### src/secr_pkg.sv
// constants, register layout and smi frame codes for the extended switch configuration bank
// assumes a single core clock domain; the smi pins are synchronised inside the register bank
package secr_pkg;

  localparam int REG_W = 16;

  // register addresses on the serial management interface
  localparam logic [4:0] REG_GLOBAL = 5'h12;
  localparam logic [4:0] REG_PRIO01 = 5'h13;
  localparam logic [4:0] REG_PRIO23 = 5'h14;

  // writable bits and reset values; bits outside the masks are not stored
  localparam logic [15:0] GLOBAL_WR_MASK = 16'hfcc8;
  localparam logic [15:0] GLOBAL_RESET   = 16'hf408;
  localparam logic [15:0] PRIO_WR_MASK   = 16'h6060;
  localparam logic [15:0] PRIO_RESET     = 16'h0000;

  // switch_global_control fields
  localparam int LED_HI    = 15;
  localparam int LED_LO    = 14;
  localparam int PAUSE_EN  = 13;
  localparam int BKP_EN    = 12;
  localparam int STORM_EN  = 11;
  localparam int EXP_FLOW  = 10;
  localparam int CFG_SRC   = 7;
  localparam int FALLBACK  = 6;
  localparam int AGING_EN  = 3;
  localparam int SPEED_ST  = 2;
  localparam int DUPLEX_ST = 1;

  // priority register fields: the upper pair is the even port, the lower pair the odd port
  localparam int PRIO_A_FRAME = 14;
  localparam int PRIO_A_PORT  = 13;
  localparam int PRIO_B_FRAME = 6;
  localparam int PRIO_B_PORT  = 5;

  // smi frame
  localparam logic [1:0] SMI_OP_READ   = 2'h2;
  localparam logic [1:0] SMI_OP_WRITE  = 2'h1;
  localparam logic [4:0] SMI_OP_LAST   = 5'h01;
  localparam logic [4:0] SMI_ADDR_LAST = 5'h09;
  localparam logic [4:0] SMI_TA_LAST   = 5'h01;
  localparam logic [4:0] SMI_DATA_LAST = 5'h0f;

  typedef enum logic [5:0] {
    ST_IDLE  = 6'h01,
    ST_START = 6'h02,
    ST_OP    = 6'h04,
    ST_ADDR  = 6'h08,
    ST_TURN  = 6'h10,
    ST_DATA  = 6'h20
  } secr_smi_state_e;

  // aging timer
  localparam longint CORE_CLK_HZ = 250_000_000;
  localparam longint AGING_TIME_S = 300;
  localparam longint AGING_CYCLES_DFLT = CORE_CLK_HZ * AGING_TIME_S;
  localparam int AGING_CNT_W = 37;

endpackage

### src/secr_regs.sv
// extended switch configuration registers 12h..14h behind a serial management slave
// assumes the management master obeys mdc/mdio framing and that status inputs are on core_clk
`timescale 1ns/1ps
`default_nettype none

module secr_regs
  import secr_pkg::*;
#(
  parameter logic [4:0] SMI_PHY_ADDR = 5'h00,          // device address the bank answers on
  parameter int         CNT_W        = 8,              // broadcast queue count width
  parameter longint     AGING_CYCLES = secr_pkg::AGING_CYCLES_DFLT,
  parameter logic [7:0] STORM_THR0   = 8'h08,
  parameter logic [7:0] STORM_THR1   = 8'h10,
  parameter logic [7:0] STORM_THR2   = 8'h20,
  parameter logic [7:0] STORM_THR3   = 8'h40
) (
  input  wire logic                       core_clk,           // core clock
  input  wire logic                       sys_rst,            // synchronous reset
  input  wire logic                       mdcPin,             // smi clock pin
  input  wire logic                       mdioIn,             // smi data pin level
  output logic                            mdioOut,            // smi data drive value
  output logic                            mdioOeN,            // low while driving mdio
  input  wire logic [secr_pkg::REG_W-1:0] romWord12,          // eeprom/strap global word
  input  wire logic [secr_pkg::REG_W-1:0] romWord13,          // eeprom/strap port 0/1 word
  input  wire logic [secr_pkg::REG_W-1:0] romWord14,          // eeprom/strap port 2/3 word
  input  wire logic                       port4ExternalSelect,// expansion port replaces port 4
  input  wire logic                       expansionSpeedIn,   // expansion port is 100M
  input  wire logic                       expansionDuplexIn,  // expansion port is full duplex
  input  wire logic                       port4SpeedIn,       // port 4 is 100M
  input  wire logic                       port4DuplexIn,      // port 4 is full duplex
  input  wire logic [CNT_W-1:0]           bcastQueueCount,    // queued broadcast packets
  input  wire logic [1:0]                 stormThresholdSel,  // threshold selection
  input  wire logic                       pktArrive,          // packet arrival strobe
  input  wire logic [4:0]                 portFullDuplex,     // negotiated full duplex
  input  wire logic [4:0]                 partnerPause,       // partner supports pause
  input  wire logic [4:0]                 backpressureReq,    // congestion per port
  input  wire logic [3:0]                 rxTagHigh,          // frame tag says high priority
  output logic [1:0]                      ledMode,            // led display mode
  output logic                            pauseEnable,        // pause flow control on
  output logic                            backpressureEnable, // backpressure allowed
  output logic [4:0]                      backpressureApply,  // backpressure per port
  output logic                            expansionPortFlowEnable, // expansion flow ctl
  output logic                            configFromRegisters,// register set in use
  output logic                            duplexFallbackEnable,    // fallback allowed
  output logic [4:0]                      effFullDuplex,      // duplex after fallback
  output logic                            agingEnable,        // aging on
  output logic                            agingTick,          // aging period elapsed
  output logic                            stormDrop,          // drop the arriving packet
  output logic [3:0]                      framePriorityEn,    // per port frame priority
  output logic [3:0]                      portPriorityEn,     // per port port priority
  output logic [3:0]                      rxHighPriority      // packet goes to high queue
);

  if (CNT_W < 1 || CNT_W > 8) begin : g_bad_cnt
    $error("CNT_W must be 1 to 8");
  end
  if (AGING_CYCLES < 1 || AGING_CYCLES >= (64'h1 << AGING_CNT_W)) begin : g_bad_aging
    $error("AGING_CYCLES out of counter range");
  end

  localparam logic [AGING_CNT_W-1:0] AGING_LAST = AGING_CNT_W'(AGING_CYCLES - 1);

  function automatic logic [7:0] stormLimit(input logic [1:0] sel);
    logic [7:0] thr;
    thr = STORM_THR0;
    if (sel == 2'h1) begin
      thr = STORM_THR1;
    end else if (sel == 2'h2) begin
      thr = STORM_THR2;
    end else if (sel == 2'h3) begin
      thr = STORM_THR3;
    end
    return thr;
  endfunction

  // pin synchronisation
  logic mdcRise;
  logic mdioBit;

  secr_pin_sync u_sync (
    .core_clk (core_clk),
    .sys_rst  (sys_rst),
    .mdcPin   (mdcPin),
    .mdioPin  (mdioIn),
    .mdcRise  (mdcRise),
    .mdioSync (mdioBit)
  );

  // register storage
  logic [15:0] global_reg;
  logic [15:0] prio01_reg;
  logic [15:0] prio23_reg;

  // smi frame state
  secr_smi_state_e state_reg;
  secr_smi_state_e state_next;
  logic [4:0]      bitCnt_reg;
  logic [15:0]     rxShift_reg;
  logic [15:0]     txShift_reg;
  logic            opRead_reg;
  logic            opWrite_reg;
  logic            addrHit_reg;
  logic [4:0]      regAddr_reg;
  logic            mdioOut_reg;
  logic            mdioOeN_reg;

  // read-only status follows the selected port
  wire statSpeed  = port4ExternalSelect ? expansionSpeedIn : port4SpeedIn;
  wire statDuplex = port4ExternalSelect ? expansionDuplexIn : port4DuplexIn;

  // reserved positions are masked off on read as well as on write
  wire [15:0] globalRead = (global_reg & GLOBAL_WR_MASK)
                         | (16'(statSpeed) << SPEED_ST)
                         | (16'(statDuplex) << DUPLEX_ST);

  wire isGlobal = (regAddr_reg == REG_GLOBAL);
  wire isPrio01 = (regAddr_reg == REG_PRIO01);
  wire isPrio23 = (regAddr_reg == REG_PRIO23);
  wire [15:0] readData = isGlobal ? globalRead
                       : isPrio01 ? (prio01_reg & PRIO_WR_MASK)
                       : isPrio23 ? (prio23_reg & PRIO_WR_MASK)
                       : 16'h0000;

  wire [9:0]  addrWord  = {rxShift_reg[8:0], mdioBit};
  wire [15:0] writeWord = {rxShift_reg[14:0], mdioBit};
  wire        addrMatch = (addrWord[9:5] == SMI_PHY_ADDR)
                        && ((addrWord[4:0] == REG_GLOBAL)
                         || (addrWord[4:0] == REG_PRIO01)
                         || (addrWord[4:0] == REG_PRIO23));
  wire        opLast    = (bitCnt_reg == SMI_OP_LAST);
  wire        addrLast  = (bitCnt_reg == SMI_ADDR_LAST);
  wire        dataLast  = (bitCnt_reg == SMI_DATA_LAST);
  wire [1:0]  opCode    = {rxShift_reg[0], mdioBit};
  wire        respond   = opRead_reg & addrHit_reg;
  wire        commit    = mdcRise && (state_reg == ST_DATA) && dataLast
                          && opWrite_reg && addrHit_reg;

  always_comb begin
    state_next = state_reg;
    case (state_reg)
      ST_IDLE: begin
        if (!mdioBit) begin
          state_next = ST_START;
        end
      end
      ST_START: begin
        state_next = mdioBit ? ST_OP : ST_IDLE;
      end
      ST_OP: begin
        if (opLast) begin
          state_next = (opCode == SMI_OP_READ || opCode == SMI_OP_WRITE) ? ST_ADDR : ST_IDLE;
        end
      end
      ST_ADDR: begin
        if (addrLast) begin
          state_next = ST_TURN;
        end
      end
      ST_TURN: begin
        if (bitCnt_reg == SMI_TA_LAST) begin
          state_next = ST_DATA;
        end
      end
      ST_DATA: begin
        if (dataLast) begin
          state_next = ST_IDLE;
        end
      end
      default: begin
        state_next = ST_IDLE;
      end
    endcase
  end

  wire stateChange = (state_next != state_reg);

  always_ff @(posedge core_clk) begin
    if (sys_rst) begin
      state_reg   <= ST_IDLE;
      bitCnt_reg  <= 5'h00;
      rxShift_reg <= 16'h0000;
    end else if (mdcRise) begin
      state_reg   <= state_next;
      bitCnt_reg  <= stateChange ? 5'h00 : 5'(bitCnt_reg + 5'h01);
      rxShift_reg <= {rxShift_reg[14:0], mdioBit};
    end
  end

  always_ff @(posedge core_clk) begin
    if (sys_rst) begin
      opRead_reg  <= 1'b0;
      opWrite_reg <= 1'b0;
      addrHit_reg <= 1'b0;
      regAddr_reg <= 5'h00;
    end else if (mdcRise && state_reg == ST_OP && opLast) begin
      opRead_reg  <= (opCode == SMI_OP_READ);
      opWrite_reg <= (opCode == SMI_OP_WRITE);
    end else if (mdcRise && state_reg == ST_ADDR && addrLast) begin
      addrHit_reg <= addrMatch;
      regAddr_reg <= addrWord[4:0];
    end
  end

  // read data is snapshotted at the turnaround so a frame never shows a torn value;
  // output changes a few core cycles after mdc rises, well inside the mdc period
  always_ff @(posedge core_clk) begin
    if (sys_rst) begin
      txShift_reg <= 16'h0000;
      mdioOut_reg <= 1'b1;
      mdioOeN_reg <= 1'b1;
    end else if (mdcRise && state_reg == ST_TURN && bitCnt_reg == 5'h00) begin
      txShift_reg <= readData;
      mdioOut_reg <= 1'b0;
      mdioOeN_reg <= ~respond;
    end else if (mdcRise && state_reg == ST_TURN) begin
      txShift_reg <= {txShift_reg[14:0], 1'b0};
      mdioOut_reg <= txShift_reg[15];
    end else if (mdcRise && state_reg == ST_DATA && !dataLast) begin
      txShift_reg <= {txShift_reg[14:0], 1'b0};
      mdioOut_reg <= txShift_reg[15];
    end else if (mdcRise && state_reg != ST_TURN) begin
      mdioOut_reg <= 1'b1;
      mdioOeN_reg <= 1'b1;
    end
  end

  assign mdioOut = mdioOut_reg;
  assign mdioOeN = mdioOeN_reg;

  // register writes: only mapped writable bits are stored
  always_ff @(posedge core_clk) begin
    if (sys_rst) begin
      global_reg <= GLOBAL_RESET;
      prio01_reg <= PRIO_RESET;
      prio23_reg <= PRIO_RESET;
    end else if (commit && isGlobal) begin
      global_reg <= writeWord & GLOBAL_WR_MASK;
    end else if (commit && isPrio01) begin
      prio01_reg <= writeWord & PRIO_WR_MASK;
    end else if (commit && isPrio23) begin
      prio23_reg <= writeWord & PRIO_WR_MASK;
    end
  end

  // configuration source: the source bit itself always comes from the register, and the
  // register set, once selected, overrides the eeprom/strap words for every field
  wire        useRegs = global_reg[CFG_SRC];
  wire [15:0] effGlobal = useRegs ? global_reg : romWord12;
  wire [15:0] effPrio01 = useRegs ? prio01_reg : romWord13;
  wire [15:0] effPrio23 = useRegs ? prio23_reg : romWord14;

  wire [3:0] frameEnNext = {effPrio23[PRIO_B_FRAME], effPrio23[PRIO_A_FRAME],
                            effPrio01[PRIO_B_FRAME], effPrio01[PRIO_A_FRAME]};
  wire [3:0] portEnNext  = {effPrio23[PRIO_B_PORT], effPrio23[PRIO_A_PORT],
                            effPrio01[PRIO_B_PORT], effPrio01[PRIO_A_PORT]};

  wire fallbackNext = effGlobal[FALLBACK];
  wire agingNext    = effGlobal[AGING_EN];
  wire stormNext    = effGlobal[STORM_EN];
  wire bkpNext      = effGlobal[BKP_EN];
  wire [CNT_W-1:0] stormThr = CNT_W'(stormLimit(stormThresholdSel));

  always_ff @(posedge core_clk) begin
    if (sys_rst) begin
      ledMode                 <= GLOBAL_RESET[LED_HI:LED_LO];
      pauseEnable             <= GLOBAL_RESET[PAUSE_EN];
      backpressureEnable      <= GLOBAL_RESET[BKP_EN];
      expansionPortFlowEnable <= GLOBAL_RESET[EXP_FLOW];
      configFromRegisters     <= GLOBAL_RESET[CFG_SRC];
      duplexFallbackEnable    <= GLOBAL_RESET[FALLBACK];
      agingEnable             <= GLOBAL_RESET[AGING_EN];
      framePriorityEn         <= 4'h0;
      portPriorityEn          <= 4'h0;
    end else begin
      ledMode                 <= effGlobal[LED_HI:LED_LO];
      pauseEnable             <= effGlobal[PAUSE_EN];
      backpressureEnable      <= bkpNext;
      expansionPortFlowEnable <= effGlobal[EXP_FLOW];
      configFromRegisters     <= useRegs;
      duplexFallbackEnable    <= fallbackNext;
      agingEnable             <= agingNext;
      framePriorityEn         <= frameEnNext;
      portPriorityEn          <= portEnNext;
    end
  end

  // per-packet and per-port decisions
  always_ff @(posedge core_clk) begin
    if (sys_rst) begin
      stormDrop         <= 1'b0;
      effFullDuplex     <= 5'h00;
      backpressureApply <= 5'h00;
      rxHighPriority    <= 4'h0;
    end else begin
      stormDrop         <= pktArrive & stormNext & (bcastQueueCount > stormThr);
      effFullDuplex     <= portFullDuplex & ~({5{fallbackNext}} & ~partnerPause);
      backpressureApply <= backpressureReq & ~effFullDuplex & {5{bkpNext}};
      rxHighPriority    <= portEnNext | (frameEnNext & rxTagHigh);
    end
  end

  // aging period timer; stopping it restarts the period so a re-enable waits a full 300 s
  logic [AGING_CNT_W-1:0] agingCnt_reg;
  wire                    agingWrap = (agingCnt_reg == AGING_LAST);

  always_ff @(posedge core_clk) begin
    if (sys_rst || !agingNext) begin
      agingCnt_reg <= '0;
      agingTick    <= 1'b0;
    end else begin
      agingCnt_reg <= agingWrap ? '0 : AGING_CNT_W'(agingCnt_reg + 1'b1);
      agingTick    <= agingWrap;
    end
  end

endmodule
`default_nettype wire

### src/secr_pin_sync.sv
// two-flop synchronisers for the smi clock and data pins, with a rising-edge strobe for mdc
// assumes the pins are asynchronous to core_clk and that mdc is far slower than core_clk
`timescale 1ns/1ps
`default_nettype none
module secr_pin_sync (
  input  wire logic core_clk,   // core clock
  input  wire logic sys_rst,    // synchronous reset, active high
  input  wire logic mdcPin,     // management clock pin
  input  wire logic mdioPin,    // management data pin level
  output logic      mdcRise,    // one-cycle pulse on a synchronised mdc rising edge
  output logic      mdioSync    // synchronised mdio level
);
  logic mdcMeta_reg;
  logic mdcSync_reg;
  logic mdcLast_reg;
  logic mdioMeta_reg;
  logic mdioSync_reg;

  always_ff @(posedge core_clk) begin
    if (sys_rst) begin
      mdcMeta_reg  <= 1'b0;
      mdcSync_reg  <= 1'b0;
      mdcLast_reg  <= 1'b0;
      mdioMeta_reg <= 1'b1;
      mdioSync_reg <= 1'b1;
    end else begin
      mdcMeta_reg  <= mdcPin;
      mdcSync_reg  <= mdcMeta_reg;
      mdcLast_reg  <= mdcSync_reg;
      mdioMeta_reg <= mdioPin;
      mdioSync_reg <= mdioMeta_reg;
    end
  end

  // mdio passes the same depth as mdc, so the sample lines up with the edge
  assign mdcRise  = mdcSync_reg & ~mdcLast_reg;
  assign mdioSync = mdioSync_reg;
endmodule
`default_nettype wire

### config.mk
export PLATFORM = sky130hd
export DESIGN_NAME = secr_regs
export DESIGN_NICKNAME = d
export VERILOG_FILES = /design/src/secr_pkg.sv /design/src/secr_regs.sv /design/src/secr_pin_sync.sv
export SDC_FILE = /design/constraint.sdc
export NUM_CORES = 1
export LEC_CHECK = 0
export CAP_MARGIN = 20
export CORE_AREA = 2 2 122 124
export DETAILED_ROUTE_END_ITERATION = 8
export DIE_AREA = 0 0 124 126
export DONT_BUFFER_PORTS = 1
export PLACE_DENSITY = 0.59
export SETUP_SLACK_MARGIN = 0.05
export SYNTH_ARGS = -nofsm -noshare
export SYNTH_HDL_FRONTEND = slang
export SYNTH_SLANG_ARGS = --single-unit
### constraint.sdc
create_clock -name core_clk -period 2.28 [get_ports core_clk]
set_input_delay 0.114 -clock core_clk [delete_from_list [all_inputs] [get_ports core_clk]]
set_output_delay 0.114 -clock core_clk [all_outputs]
set_load 0.01 [all_outputs]
==> run summary <==
run status: finished, final reports clean
synthesis-stage register bit count: 142
DRT iter0 DRCs: 342
CTS tree: yes
I/O pin total: 121
Chip Width: 124 µm
final hold vios: 0
count leader, synth: dfxtp_1
synth top area cells: dfxtp_1 45%, nor2_1 4.8%, nand2_1 4.7%, a21oi_1 4.5%, mux2i_1 3.7%
setup violators final: 0
Final Wtd Congestion: 0.873
H-tree depth: 4
cells along the critical path: nor2b_1 > o311ai_0 > a211oi_4 > o21ai_0 > a21o_1
gr usage total: 19.0%
Max Clock Freq: 0.491 GHz
Routed Wire Length: 14600 µm
Worst Setup End Kind: register
Slew headroom: 60.6%
Worst-Skew Late Latency: 0.42 ns
PD cells: 785 nW/µm²
P_leak: 0.00266 µW
core area: 14300 µm²
initial core utilization: 43.8%
setup slack at placement: 0.159 ns
Syn Nets: 815
RSZ-0062 raised after global routing: false
period utilization: 89.4%
Synth cell types: 62
Final nets: 848
Synth warnings: 0
Reg clk slew, reported paths: 0.06 ns
vias in the first global route: 4925
Antenna Nets Post-Route: 0
register area share after synthesis: 45.3%
worst-path maximum fanout: 13
ys async rst share: 0%
Largest register FFs: 37
routed len/inst: 15.4 µm
share of cells above drive strength 1: 8.94%
leading area contributor after synthesis: dfxtp_1
final count of pins violating max slew: 0
worst path arrival time: 2.35 ns
worst min-delay path class: primary input to register
CTS Buffer Depth: 2
worst setup margin: 0.242 ns
count of input and output buffers: 0
global-route wire length before repair: 23600 µm
CP peak stage delay: 0.63 ns
DRC Markers: 0
n_diodes: 0
Mapped Area: 6270 µm²
Worst-Margin Slew: 0.575 ns
via/cell ratio: 5.48
area growth from synthesis to layout: 20.1%
CP max stage cell: dfxtp_1
Clk Tree Root Cell: clkbuf_16
syn avg cell area: 8.77 µm²
minimum clock period: 2.04 ns
drt pass-1 iters: 5
initial antenna violation count: 0
Inserted Clock Buffers: 17
Die ar.: 15600 µm²
top cell type's share of synthesized area: 45.3%
crit path launch type: register
Die H: 126 µm
Worst VDD drop: 0.536 mV
clk sinks: 142
grt total ovfl: 0
post-synthesis instance total: 715
row count: 44
vias: 5175
max_cap viols: 0
largest net degree at the start of global routing: 98
kind of critical path: register to register
Post-Route Skew: 0.00711 ns
dpl hpwl: 9410 µm
top cells by count, synth: 142 x dfxtp_1, 81 x nor2_1, 79 x nand2_1
TNS Setup: 0 ns
Final Util: 52.6%
EDFF count, synth: 0
most used flip-flop cell after synthesis: dfxtp_1
Critical Path RT: 2.59 ns
worst paths after layout:
| check | startpoint | endpoint | slack, ns | cells past startpoint |
|---|---|---|---|---|
| min reg2reg | u_sync.mdioMeta_reg | u_sync.mdioSync | 0.41 | 1 |
| max reg2reg | state_reg[3] | state_reg[0] | 0.24 | 5 |
| min | romWord12[6] | duplexFallbackEnable | 0.03 | 2 |
| max | state_reg[3] | state_reg[0] | 0.24 | 5 |
cells in the final DEF, fill, tap and decap left out, drive strengths merged, types with 15 or more instances in the layout:
cell and count:
dlygate4sd3 37, nand4 22, nand2 80, o21ai 32, a21oi 56, dfxtp 142
clkbuf 23, inv 15, buf 18, nor2b 15, xor2 18, nor2 82
mux2i 23, nand3 31
cell type report:
class	count	area [µm²]
repair buffers	55	563
well taps	184	230
multi-input cells	517	3180
fillers	1279	6790
clock inverters	9	180
inverters	15	56.3
flip-flops and latches	142	2840
clock buffers	23	478
cell families (layout without fill, tap and decap cells):
group | Yosys count | count (layout) | synth area share, %
compound gates | 131 | 131 | 12.7
mux | 24 | 24 | 3.85
simple gates | 324 | 324 | 27.7
flops | 142 | 142 | 45.3
xor+xnor | 25 | 25 | 3.49
fa+ha+maj | 13 | 13 | 2.59
buf+inv | 56 | 102 | 4.29
critical path, delay by kind of cell (launching register included):
kind,cells,cell delay [ns]
flops,1,0.63
compound gates,4,1.03
simple gates,1,0.28
routing by layer:
layer | vias up | part of all wire, % | GRT usage, % | wire [µm]
met1 | 2441 | 45 | 24.5 | 6600
met2 | 143 | 47 | 31.0 | 6860
met5 | - | 0 | 0 | 0
li1 | 2574 | - | - | -
met4 | 0 | 1.3 | 5.82 | 185
met3 | 17 | 6.3 | 5.07 | 919
power breakdown:
group / leakage, µW / internal (µW) / total [µW] / switching (µW)
Combinational: 0.00119 / 126 / 261 / 135
Clock: 0.000318 / 2030 / 3080 / 1040
Sequential: 0.00115 / 2520 / 2570 / 44.8
through the flow:
step | cells | hold WS (ns) | area, µm² | total power [µW]
global route | 945 | 0.0582 | 7530 | 6110
detailed placement | 874 | 0.200 | 6450 | 2790
CTS | 944 | 0.00640 | 7500 | 5950
floorplan | 715 | 0.218 | 6270 | 2770
finish | 945 | 0.0278 | 7530 | 5910
global placement | 874 | 0.197 | 6450 | 2790
timing repair:
item	CTS	global route
hold buffers	38	0
setup buffers	0	1
resized for setup	0	3
endpoints found under the setup margin	0	10
hold endpoints to repair	107	0
Power figures use the tool's default switching activity.
